<file path="config.mk">
export PLATFORM = sky130hd
export DESIGN_NAME = interrupt_vector_priority
export DESIGN_NICKNAME = d
export VERILOG_FILES = /design/src/irq_vector_pkg.sv /design/src/pin_index_encoder.sv /design/src/interrupt_vector_priority.sv
export SDC_FILE = /design/constraint.sdc
export NUM_CORES = 1
export LEC_CHECK = 0
export BUFFER_PORTS_ARGS = -buffer_cell sky130_fd_sc_hd__buf_2
export CORE_ASPECT_RATIO = 1.5
export CORE_MARGIN = 4
export CORE_UTILIZATION = 40
export DETAILED_ROUTE_END_ITERATION = 8
export GPL_TIMING_DRIVEN = 1
export MAX_ROUTING_LAYER = met4
export PLACE_DENSITY = 0.78
export SYNTH_ARGS = -nofsm -noshare
export SYNTH_HDL_FRONTEND = slang
export SYNTH_SLANG_ARGS = --single-unit
</file>
<file path="constraint.sdc">
create_clock -name clk -period 0.8 [get_ports clk]
set_clock_uncertainty 0.1 [all_clocks]
set_input_delay 0 -clock clk [delete_from_list [all_inputs] [get_ports clk]]
set_output_delay 0 -clock clk [all_outputs]
set_load 0.01 [all_outputs]
</file>
<file path="src/irq_vector_pkg.sv">
// package: vector addresses, priorities and source layout of the interrupt vectoring logic
package irq_vector_pkg;

   // ==========================================================
   // address window of the vector table
   // ==========================================================
   localparam logic [15:0] VEC_REGION_TOP = 16'hffff;
   localparam logic [15:0] VEC_REGION_BOTTOM = 16'hff80;

   // ==========================================================
   // source groups, numbered by table position
   // ==========================================================
   localparam int NUM_GROUPS = 12;
   localparam int GRP_RESET = 0;
   localparam int GRP_SYS_NMI = 1;
   localparam int GRP_USER_NMI = 2;
   localparam int GRP_TIMER_CH0 = 3;
   localparam int GRP_TIMER_OTHER = 4;
   localparam int GRP_RTC = 5;
   localparam int GRP_WATCHDOG = 6;
   localparam int GRP_SERIAL = 7;
   localparam int GRP_ADC = 8;
   localparam int GRP_PORT1 = 9;
   localparam int GRP_PORT2 = 10;
   localparam int GRP_COMPARATOR = 11;
   localparam int FIRST_MASKABLE = GRP_TIMER_CH0;

   typedef logic [15:0] vec_addr_t;
   typedef logic [5:0] prio_t;

   // vector word addresses by group
   localparam vec_addr_t VEC_ADDR [NUM_GROUPS] = '{
      16'hfffe, 16'hfffc, 16'hfffa, 16'hfff8, 16'hfff6, 16'hfff4,
      16'hfff2, 16'hfff0, 16'hffee, 16'hffec, 16'hffea, 16'hffe8};

   // priorities by group, higher wins
   localparam prio_t VEC_PRIO [NUM_GROUPS] = '{
      6'd63, 6'd62, 6'd61, 6'd60, 6'd59, 6'd58,
      6'd57, 6'd56, 6'd55, 6'd54, 6'd53, 6'd52};

   // ==========================================================
   // shared-vector index codes (even values except the lock-loss cause fh, zero means none)
   // ==========================================================
   localparam logic [3:0] IDX_NONE = 4'h0;
   localparam logic [3:0] IDX_SER_RX = 4'h2;
   localparam logic [3:0] IDX_SER_TX = 4'h4;
   localparam logic [3:0] IDX_SER_START = 4'h6;
   localparam logic [3:0] IDX_SER_TXCPT = 4'h8;
   localparam logic [3:0] IDX_PIN_STEP = 4'h2;

   // port pins that raise requests
   localparam logic [7:0] PORT1_PIN_MASK = 8'h0f;
   localparam logic [7:0] PORT2_PIN_MASK = 8'hc3;

   // reset-cause codes
   localparam logic [3:0] CAUSE_NONE = 4'h0;
   localparam logic [3:0] CAUSE_POWER = 4'h2;
   localparam logic [3:0] CAUSE_SUPERVISOR = 4'h4;
   localparam logic [3:0] CAUSE_PIN = 4'h6;
   localparam logic [3:0] CAUSE_WATCHDOG = 4'h8;
   localparam logic [3:0] CAUSE_BIT_ERROR = 4'ha;
   localparam logic [3:0] CAUSE_SOFT_POR = 4'hc;
   localparam logic [3:0] CAUSE_SOFT_BOR = 4'he;
   localparam logic [3:0] CAUSE_LOCK_LOSS = 4'hf;

endpackage : irq_vector_pkg

</file>
<file path="src/pin_index_encoder.sv">
// module: lowest-set-pin encoder for a shared port vector index
`timescale 1ns/100ps
module pin_index_encoder
   import irq_vector_pkg::*;
(
   input wire logic [7:0] flags,
   input wire logic [7:0] pin_mask,
   output logic [4:0] index
);

   // ==========================================================
   // priority encode, pin 0 first
   // ==========================================================
   logic [7:0] live;
   assign live = flags & pin_mask;

   always_comb
   begin
      index = 5'(IDX_NONE);
      for (int i = 7; i >= 0; i--)
      begin
         if (live[i])
         begin
            index = 5'((i + 1) * IDX_PIN_STEP);
         end
      end
   end

endmodule : pin_index_encoder

</file>
<file path="src/interrupt_vector_priority.sv">
// module: fixed-priority interrupt vectoring for the processor core
// Summary of operation
// all vector words sit between ffffh and ff80h.
// each vector is a 16-bit handler start address word.
// reset group vectors through fffeh at priority 63.
// system non-maskable group vectors through fffch at priority 62.
// watchdog interval request vectors through fff2h at priority 57.
// serial flags share fff0h, priority 56; mode selects flags; index names source.
// port 1 pins 0-3 share ffech, priority 54, with index.
// port 2 pins 0,1,6,7 share ffeah, priority 53, with index.
// user nmi fffah/61, timers fff8h/60 fff6h/59, rtc fff4h/58, adc ffeeh/55, comp ffe8h/52.
// highest pending priority wins; maskable only with global enable set.
`timescale 1ns/100ps
module interrupt_vector_priority
   import irq_vector_pkg::*;
(
   input wire logic clk,
   input wire logic sys_rst,
   // reset group causes
   input wire logic power_up_flag,
   input wire logic supply_supervisor_flag,
   input wire logic pin_reset_flag,
   input wire logic watchdog_flag,
   input wire logic reset_bit_error_flag,
   input wire logic soft_por_flag,
   input wire logic soft_bor_flag,
   input wire logic lock_loss_reset_flag,
   // system nmi group
   input wire logic vacant_access_flag,
   input wire logic debug_mailbox_in_flag,
   input wire logic debug_mailbox_out_flag,
   input wire logic access_time_error_flag,
   input wire logic correctable_bit_error_flag,
   input wire logic uncorrectable_bit_error_flag,
   // user nmi group
   input wire logic external_nmi_flag,
   input wire logic oscillator_fault_flag,
   // maskable peripherals
   input wire logic timer_ch0_flag,
   input wire logic timer_other_flag,
   input wire logic rtc_flag,
   input wire logic watchdog_interval_flag,
   input wire logic serial_uart_mode,
   input wire logic serial_tx_complete_flag,
   input wire logic serial_start_bit_flag,
   input wire logic serial_rx_flag,
   input wire logic serial_tx_flag,
   input wire logic adc_flag,
   input wire logic comparator_flag,
   input wire logic [7:0] port1_change_flags,
   input wire logic [7:0] port2_change_flags,
   input wire logic global_enable,
   // core side
   output logic irq_pending,
   output logic is_reset_vector,
   output logic [15:0] vector_address,
   output logic [5:0] vector_priority,
   output logic [3:0] reset_cause_vector,
   output logic [3:0] serial_vector_index,
   output logic [4:0] port1_vector_index,
   output logic [4:0] port2_vector_index
);

   // ==========================================================
   // request collection
   // ==========================================================
   typedef enum logic [1:0] {IDLE = 2'b00, PENDING = 2'b01} arb_state_t;

   logic [NUM_GROUPS-1:0] raw_req;
   logic [NUM_GROUPS-1:0] enabled_req;
   logic reset_group;
   logic sys_nmi_group;
   logic user_nmi_group;
   logic serial_any;
   logic [4:0] next_port1_index;
   logic [4:0] next_port2_index;
   logic [3:0] next_serial_index;
   logic [3:0] next_cause;

   // reset group causes
   assign reset_group = power_up_flag | supply_supervisor_flag | pin_reset_flag
      | watchdog_flag | reset_bit_error_flag | soft_por_flag | soft_bor_flag
      | lock_loss_reset_flag;
   assign sys_nmi_group = vacant_access_flag | debug_mailbox_in_flag
      | debug_mailbox_out_flag | access_time_error_flag
      | correctable_bit_error_flag | uncorrectable_bit_error_flag;
   assign user_nmi_group = external_nmi_flag | oscillator_fault_flag;

   // serial flags; start and complete only count in uart mode
   assign serial_any = serial_rx_flag | serial_tx_flag
      | (serial_uart_mode & (serial_tx_complete_flag | serial_start_bit_flag));

   // group request vector, in table order
   assign raw_req[GRP_RESET] = reset_group;
   assign raw_req[GRP_SYS_NMI] = sys_nmi_group;
   assign raw_req[GRP_USER_NMI] = user_nmi_group;
   assign raw_req[GRP_TIMER_CH0] = timer_ch0_flag;
   assign raw_req[GRP_TIMER_OTHER] = timer_other_flag;
   assign raw_req[GRP_RTC] = rtc_flag;
   assign raw_req[GRP_WATCHDOG] = watchdog_interval_flag;
   assign raw_req[GRP_SERIAL] = serial_any;
   assign raw_req[GRP_ADC] = adc_flag;
   assign raw_req[GRP_PORT1] = |(port1_change_flags & PORT1_PIN_MASK);
   assign raw_req[GRP_PORT2] = |(port2_change_flags & PORT2_PIN_MASK);
   assign raw_req[GRP_COMPARATOR] = comparator_flag;

   // ==========================================================
   // masking by global enable
   // ==========================================================
   genvar g;
   generate
      for (g = 0; g < NUM_GROUPS; g++)
      begin : gen_mask
         if (g < FIRST_MASKABLE)
         begin : gen_nmi
            assign enabled_req[g] = raw_req[g];
         end
         else
         begin : gen_mskb
            assign enabled_req[g] = raw_req[g] & global_enable;
         end
      end
   endgenerate

   // ==========================================================
   // winner selection: lowest table position is highest priority
   // ==========================================================
   function automatic logic [3:0] pick_group(input logic [NUM_GROUPS-1:0] req);
      logic [3:0] win;
      win = 4'(NUM_GROUPS - 1);
      for (int i = NUM_GROUPS - 1; i >= 0; i--)
      begin
         if (req[i])
         begin
            win = 4'(i);
         end
      end
      return win;
   endfunction : pick_group

   logic [3:0] winner;
   logic any_req;
   assign winner = pick_group(enabled_req);
   assign any_req = |enabled_req;

   // ==========================================================
   // shared-vector index decode
   // ==========================================================
   pin_index_encoder u_port1_enc (
      .flags(port1_change_flags),
      .pin_mask(PORT1_PIN_MASK),
      .index(next_port1_index)
   );

   pin_index_encoder u_port2_enc (
      .flags(port2_change_flags),
      .pin_mask(PORT2_PIN_MASK),
      .index(next_port2_index)
   );

   // serial index: receive first, then transmit, start, complete
   assign next_serial_index = serial_rx_flag ? IDX_SER_RX :
      serial_tx_flag ? IDX_SER_TX :
      (serial_uart_mode & serial_start_bit_flag) ? IDX_SER_START :
      (serial_uart_mode & serial_tx_complete_flag) ? IDX_SER_TXCPT : IDX_NONE;

   // reset cause, most severe first
   assign next_cause = power_up_flag ? CAUSE_POWER :
      supply_supervisor_flag ? CAUSE_SUPERVISOR :
      pin_reset_flag ? CAUSE_PIN :
      watchdog_flag ? CAUSE_WATCHDOG :
      reset_bit_error_flag ? CAUSE_BIT_ERROR :
      soft_por_flag ? CAUSE_SOFT_POR :
      soft_bor_flag ? CAUSE_SOFT_BOR :
      lock_loss_reset_flag ? CAUSE_LOCK_LOSS : CAUSE_NONE;

   // ==========================================================
   // registered outputs toward the core
   // ==========================================================
   arb_state_t state;
   arb_state_t next_state;
   assign next_state = any_req ? PENDING : IDLE;

   always_ff @(posedge clk or posedge sys_rst)
   begin
      if (sys_rst)
      begin
         state <= IDLE;
      end
      else
      begin
         state <= next_state;
      end
   end

   // pending flag follows the state
   always_comb
   begin
      case (state)
         IDLE: irq_pending = 1'b0;
         PENDING: irq_pending = 1'b1;
         default: irq_pending = 1'b0;
      endcase
   end

   // vector address and priority of the winner
   always_ff @(posedge clk or posedge sys_rst)
   begin
      if (sys_rst)
      begin
         vector_address <= VEC_ADDR[GRP_RESET];
         vector_priority <= VEC_PRIO[GRP_RESET];
         is_reset_vector <= 1'b1;
      end
      else
      begin
         vector_address <= any_req ? VEC_ADDR[winner] : VEC_ADDR[GRP_RESET];
         vector_priority <= any_req ? VEC_PRIO[winner] : 6'(0);
         is_reset_vector <= any_req && (winner == 4'(GRP_RESET));
      end
   end

   // index registers for the shared vectors
   always_ff @(posedge clk or posedge sys_rst)
   begin
      if (sys_rst)
      begin
         reset_cause_vector <= CAUSE_NONE;
         serial_vector_index <= IDX_NONE;
         port1_vector_index <= 5'(IDX_NONE);
         port2_vector_index <= 5'(IDX_NONE);
      end
      else
      begin
         reset_cause_vector <= next_cause;
         serial_vector_index <= next_serial_index;
         port1_vector_index <= next_port1_index;
         port2_vector_index <= next_port2_index;
      end
   end

endmodule : interrupt_vector_priority

</file>
==> results of run 1 <==
-- sequential cells by signal, summed over array words and instances, names as in the netlist --
register / flops
vector_priority: 5
port2_vector_index: 4
reset_cause_vector: 4
vector_address: 4
port1_vector_index: 3
serial_vector_index: 3
is_reset_vector: 1
state: 1
-- worst paths after layout --
| path | startpoint | end |
|---|---|---|
| max | port2_change_flags[0] | vector_address[1] |
| min | port1_change_flags[2] | port1_vector_index[3] |
| max in group asynchronous | sys_rst | vector_address[3] |
| min in group asynchronous | sys_rst | state[0] |
-- power by group through the flow --
| stage | clock network (uW) | logic [uW] | registers [uW] |
|---|---|---|---|
| final | 735 | 570 | 1310 |
| after detailed placement | 0 | 510 | 1330 |
| after global placement | 0 | 501 | 1330 |
| after CTS | 752 | 555 | 1310 |
| after global routing | 801 | 624 | 1310 |
| after floorplan | 0 | 216 | 1350 |
-- metal layers --
| layer | share of wire, % | up-vias | track usage, % |
|---|---|---|---|
| li1 | - | 594 | - |
| met2 | 55 | 72 | 34.3 |
| met3 | 7.3 | 10 | 2.74 |
| met1 | 35 | 589 | 17.5 |
| met5 | 0 | - | - |
| met4 | 2.8 | 0 | 9.21 |
-- cells by family after synthesis --
group	count (synthesis)	share of synthesized area, %
buffers and inverters	27	13.3
other	2	0.607
AO/OA/AOI/OAI	24	15.5
AND/OR/NAND/NOR	41	19.0
flip-flops	25	51.6
-- critical path, stage by stage --
cell and delay, ns:
buf_6 0.09, or4_4 0.54, o41ai_4 0.30, or4b_4 0.53, o2111ai_2 0.10
-- timing repair --
item | in CTS | in global routing
resized for setup | 24 | 6
pin swaps | 6 | 4
setup buffers | 1 | 0
cloned | 0 | 0
hold endpoints to repair | 39 | 11
setup endpoints to repair | 37 | 40
-- cell type report --
cell class              count  area share [%]
repair buffers            105            36.9
flip-flops and latches     25            30.8
multi-input cells          81            26.2
well taps                  39            2.35
clock buffers               4            2.17
inverters                   9            1.63
-- metrics by stage --
step,area [um^2],total power (uW),setup TNS (ns),hold slack [ns],util (%)
floorplan,1310,1570,-4.59,-0.0801,-
global placement,1830,1830,-7.52,-0.0677,62.2
detailed placement,1830,1840,-7.82,-0.0597,62.2
CTS,2050,2610,-7.81,-0.121,69.7
global route,2070,2740,-8.31,-0.104,70.5
finish,2070,2610,-7.31,-0.114,70.5
-- cell usage after synthesis, drive strengths merged --
master,number
buf,17
dfrtp,15
nor2,11
dfstp,10
inv,9
o21ai,6
nor3,5
o2111ai,4
a21oi,3
nand2,3
a21o,2
and2,2
and3,2
conb,2
nand2b,2
nand3,2
nand4,2
nor4,2
nor4b,2
o211ai,2
o21bai,2
o31ai,2
o41ai,2
or4,2
a31o,1
and4,1
clkbuf,1
nor2b,1
nor3b,1
or2,1
or3,1
or4b,1
==> out/results.txt, run 1 <==
Final WS setup - -0.676 ns
Static leakage - 0.00103 uW
Initial Utilization - 42.0%
CTS tree - yes
Worst EP required - 0.90 ns
Commonest cells after routing, fill and taps aside - 46 x buf_2, 36 x buf_4, 18 x buf_6, 16 x conb_1, 15 x dfrtp_1
Grt total ovfl - 0
Wirelength, routed - 3.53 mm
CTS H-tree lvls - 1
FILL cells - 225
Combinational power share - 21.8%
Final worst path period need - 1.48 ns
Largest net degree at the start of global routing - 26
First-pass GRT wire length - 5.58 mm
CTS Hold Bufs - 5
PwrDens - 1260 nW/um^2
Seq pwr share - 50.1%
Number of DRC violations after detailed routing - 0
Clock power frac - 28.1%
Placed cells - 254
Die area - 4070 um^2
Total number of vias - 1,265
Final cell count without fillers - 263
Area growth from synthesis to layout - 67.6%
Boundary Pins - 88
ANT cells - 0
WL/cell - 13.4 um
Hold Slack - -0.114 ns
Commonest non-fill, non-tap cell in the layout - buf_2
Post-synth top area share - 30.3%
Layout cells sized above 1 - 58.0%
RSZ-0062 raised after global routing - yes
Post-route ant nets - 0
Die X - 53.4 um
Gr usage total - 18.6%
Mapped Area - 1240 um^2
Fin. max-slew vios - 0
Storage cell area - 638 um^2
Post-Syn Instances - 119
Vias per Instance - 4.81
Yosys warning count - 0
Root buf cell - clkbuf_8
HPWL after DPL - 2.61 mm
Post-place setup slack - -0.987 ns
#FFs+latches synth - 25
Sw Share - 25.5%
Setup crit start kind - primary input
Vias in the first global route - 1,309
Synth area leader - dfrtp_1
Sequential area share after synthesis - 51.6%
Critical path fanouts, max - 4
Max-Cap Viols - 0
Clock buffer count from CTS - 3
Synth top area cells - dfrtp_1 30%, dfstp_2 21%, buf_4 10%, nor2_1 3.3%, inv_1 2.7%
Library cells used by synthesis - 36
Initial antenna violation count - 0
Port buffer count - 63
Clock sinks - 25
Core Area - 2940 um^2
Max Clk Rate - 0.678 GHz
Hold Path Stages - 3
Starting DRT DRC Count - 20
Sw Pwr - 668 uW
Worst IR Drop VDD - 799 uV
Footprint of the multi-input gates - 543 um^2
Tcrit/Tclk final - 184%
GP Congestion - 0.962
Die Y - 76.1 um
Status - finished with violations
Worst setup EP type - register
Num rows - 24
Failing checks - negative hold slack, negative setup slack
Hold Vio Cnt, Final - 13
Hold Path Class - primary input to register
DR pass1 iterations - 4
CP arrival - 1.57 ns
Layout net count - 271
Worst-path clk slew - 0.08 ns
Clock Path Buffers - 2
Final setup vio count - 37
Crit Path Category - primary input to register
Int Power - 1950 uW
Avg Cell Area, Syn - 10.4 um^2
No activity file was read; power rests on OpenSTA's default activity.
==> run 2, diff against run 1 <==
--- a/config.mk
+++ b/config.mk
@@ -6,13 +6,14 @@
 export NUM_CORES = 1
 export LEC_CHECK = 0
 export BUFFER_PORTS_ARGS = -buffer_cell sky130_fd_sc_hd__buf_2
-export CORE_ASPECT_RATIO = 1.5
+export CORE_ASPECT_RATIO = 1.75
 export CORE_MARGIN = 4
 export CORE_UTILIZATION = 40
 export DETAILED_ROUTE_END_ITERATION = 8
 export GPL_TIMING_DRIVEN = 1
 export MAX_ROUTING_LAYER = met4
 export PLACE_DENSITY = 0.78
+export RECOVER_POWER = 100
 export SYNTH_ARGS = -nofsm -noshare
 export SYNTH_HDL_FRONTEND = slang
 export SYNTH_SLANG_ARGS = --single-unit
==> run 2 against run 1 <==
The run still ends with negative hold slack, negative setup slack left. Global-route usage grew 0.19 points. Combinational power grew 1%. Sequential share of layout area shrank 0.51 points. Power grew 1.1%. Fmax shrank 3.6%. Clock power grew 3.4%. Utilization grew 0.77 points. First-iteration DRC count grew 80%. Design area grew 1.7%. Hold slack lost 0.022 ns. Clock-buffer cell count shrank 1. Largest cell class unchanged. Largest power group unchanged.
==> out/results.txt, run 2 (synthesis results as in run 1) <==
Status - finished with violations
Failing checks - negative hold slack, negative setup slack
CTS Hold Bufs - 3 (-2)
WL/cell - 13.7 um (+1.9%)
Clock sinks - 25 (unchanged)
Die X - 50.0 um (-6.3%)
Static leakage - 0.00103 uW (unchanged)
Layout net count - 273 (+0.74%)
Vias in the first global route - 1,273 (-2.8%)
FILL cells - 205 (-8.9%)
Worst IR Drop VDD - 1030 uV (+29%)
Setup crit start kind - primary input
Initial antenna violation count - 0 (unchanged)
Max stage delay on crit path - 0.55 ns (about the same)
GP Congestion - 0.856 (-11%)
CTS tree - yes
Max Clk Rate - 0.653 GHz (-3.6%)
Starting DRT DRC Count - 36 (+80%)
Hold Slack - -0.137 ns (-0.0221 ns)
Crit Path Category - primary input to register
Number of DRC violations after detailed routing - 0 (unchanged)
Total number of vias - 1,282 (+1.3%)
ANT cells - 0 (unchanged)
CTS H-tree lvls - 1 (unchanged)
Tcrit/Tclk final - 191% (+6.8 points)
Die Y - 81.6 um (+7.2%)
Final setup vio count - 37 (unchanged)
Placed cells - 258 (+1.6%)
Worst-path clk slew - 0.09 ns (about the same)
CP top delay family - simple AND/OR/NAND/NOR gates
CP arrival - 1.63 ns (+0.06 ns)
First-pass GRT wire length - 5.60 mm (+0.36%)
Critical path cell sequence - buf_6 -> or4_4 -> o41ai_4 -> or4b_4 -> o2111ai_2
Die area - 4080 um^2 (+0.41%)
Wirelength, routed - 3.66 mm (+3.9%)
Worst setup startpoint - port1_change_flags[0]
Root buf cell - clkbuf_8
Gr usage total - 18.8% (+0.19 points)
Largest net degree at the start of global routing - 26 (unchanged)
Final worst path period need - 1.53 ns (+0.0547 ns)
Footprint of the multi-input gates - 586 um^2 (+7.8%)
Critical path depth - 5 (unchanged)
Vias per Instance - 4.78 (-0.55%)
Final cell count without fillers - 268 (+1.9%)
Critical path fanouts, max - 4 (unchanged)
Worst slew pin tran - 0.522 ns
Final WS setup - -0.730 ns (-0.0547 ns)
Hold Vio Cnt, Final - 13 (unchanged)
Post-route ant nets - 0 (unchanged)
Layout cells sized above 1 - 59.7% (+1.7 points)
Critical Path Sink - vector_address[1]
Initial Utilization - 41.8% (-0.25 points)
Worst-path cell with the longest stage delay - or4b_4
PwrDens - 1250 nW/um^2 (-0.59%)
Num rows - 26 (+8.3%)
Clock Path Buffers - 2 (unchanged)
CP bufs+invs - 1 (unchanged)
RSZ-0062 raised after global routing - yes
Boundary Pins - 88 (unchanged)
Clock buffer count from CTS - 3 (unchanged)
Grt total ovfl - 0 (unchanged)
Fin. max-slew vios - 0 (unchanged)
Port buffer count - 63 (unchanged)
Core Area - 2960 um^2 (+0.60%)
Hold Path Class - primary input to register
Max-Cap Viols - 0 (unchanged)
Storage cell area - 638 um^2 (unchanged)
Worst EP required - 0.90 ns (about the same)
Commonest non-fill, non-tap cell in the layout - buf_2
Worst setup EP type - register
HPWL after DPL - 2.67 mm (+2.5%)
Area growth from synthesis to layout - 70.5%
Most flop-heavy register - vector_priority
Slew HR - 64.8%
Commonest cells after routing, fill and taps aside - 44 x buf_2, 33 x buf_4, 18 x buf_6, 16 x conb_1, 15 x dfrtp_1
DR pass1 iterations - 4 (unchanged)
Max FFs per register - 5 (unchanged)
## run 2: how the worst min path moves through the flow
stage | cells past startpoint | endpoint | from | slack [ns]
floorplan | 1 | port1_vector_index[1] | sys_rst | -0.08
finish | 3 | port1_vector_index[2] | port1_change_flags[0] | -0.14
CTS | 3 | port1_vector_index[3] | port1_change_flags[2] | -0.13
global placement | 3 | port2_vector_index[2] | sys_rst | -0.07
detailed placement | 3 | port2_vector_index[2] | sys_rst | -0.07
global route | 3 | port1_vector_index[2] | port1_change_flags[0] | -0.13
## run 2: layout make-up
| cell class | instances | area share [%] |
|---|---|---|
| timing repair buffer | 107 | 35.6 |
| sequential | 25 | 30.2 |
| multi-input combinational | 81 | 27.8 |
| tap | 42 | 2.49 |
| clock buffer | 3 | 1.96 |
| inverter | 9 | 1.60 |
| clock inverter | 1 | 0.356 |
## run 2: metrics by stage
step | cell area [um^2] | total power, uW | utilization, % | setup slack [ns] | TNS [ns]
finish | 2110 | 2640 | 71.3 | -0.730 | -7.85
global route | 2110 | 2750 | 71.3 | -0.757 | -8.90
CTS | 2100 | 2630 | 70.8 | -0.686 | -7.81
detailed placement | 1840 | 1840 | 62.2 | -1.03 | -7.96
global placement | 1840 | 1830 | 62.2 | -0.994 | -7.71
floorplan | 1310 | 1570 | - | -0.827 | -4.59
## run 2: power breakdown
group	switching (uW)	internal (uW)	total [uW]
registers	7.75	1300	1310
clock network	406	354	760
logic	293	282	576
## run 2: tightest hold or removal path: cells and delay by family
kind                   cells  cell delay [ns]
buffers and inverters      2             0.17
AND/OR/NAND/NOR            1             0.04
## run 2: metal layers
metal / GRT usage, % / share of wire (%)
met5: - / 0
met4: 12.2 / 3.3
met3: 2.54 / 5.5
met2: 34.7 / 59
met1: 17.9 / 33
## run 2: timing repair
item	CTS	global route
endpoints found under the hold margin	39	12
buffers inserted	2	4
pin swaps	11	5
cloned	0	0
setup endpoints to repair	37	40
resized for setup	34	8
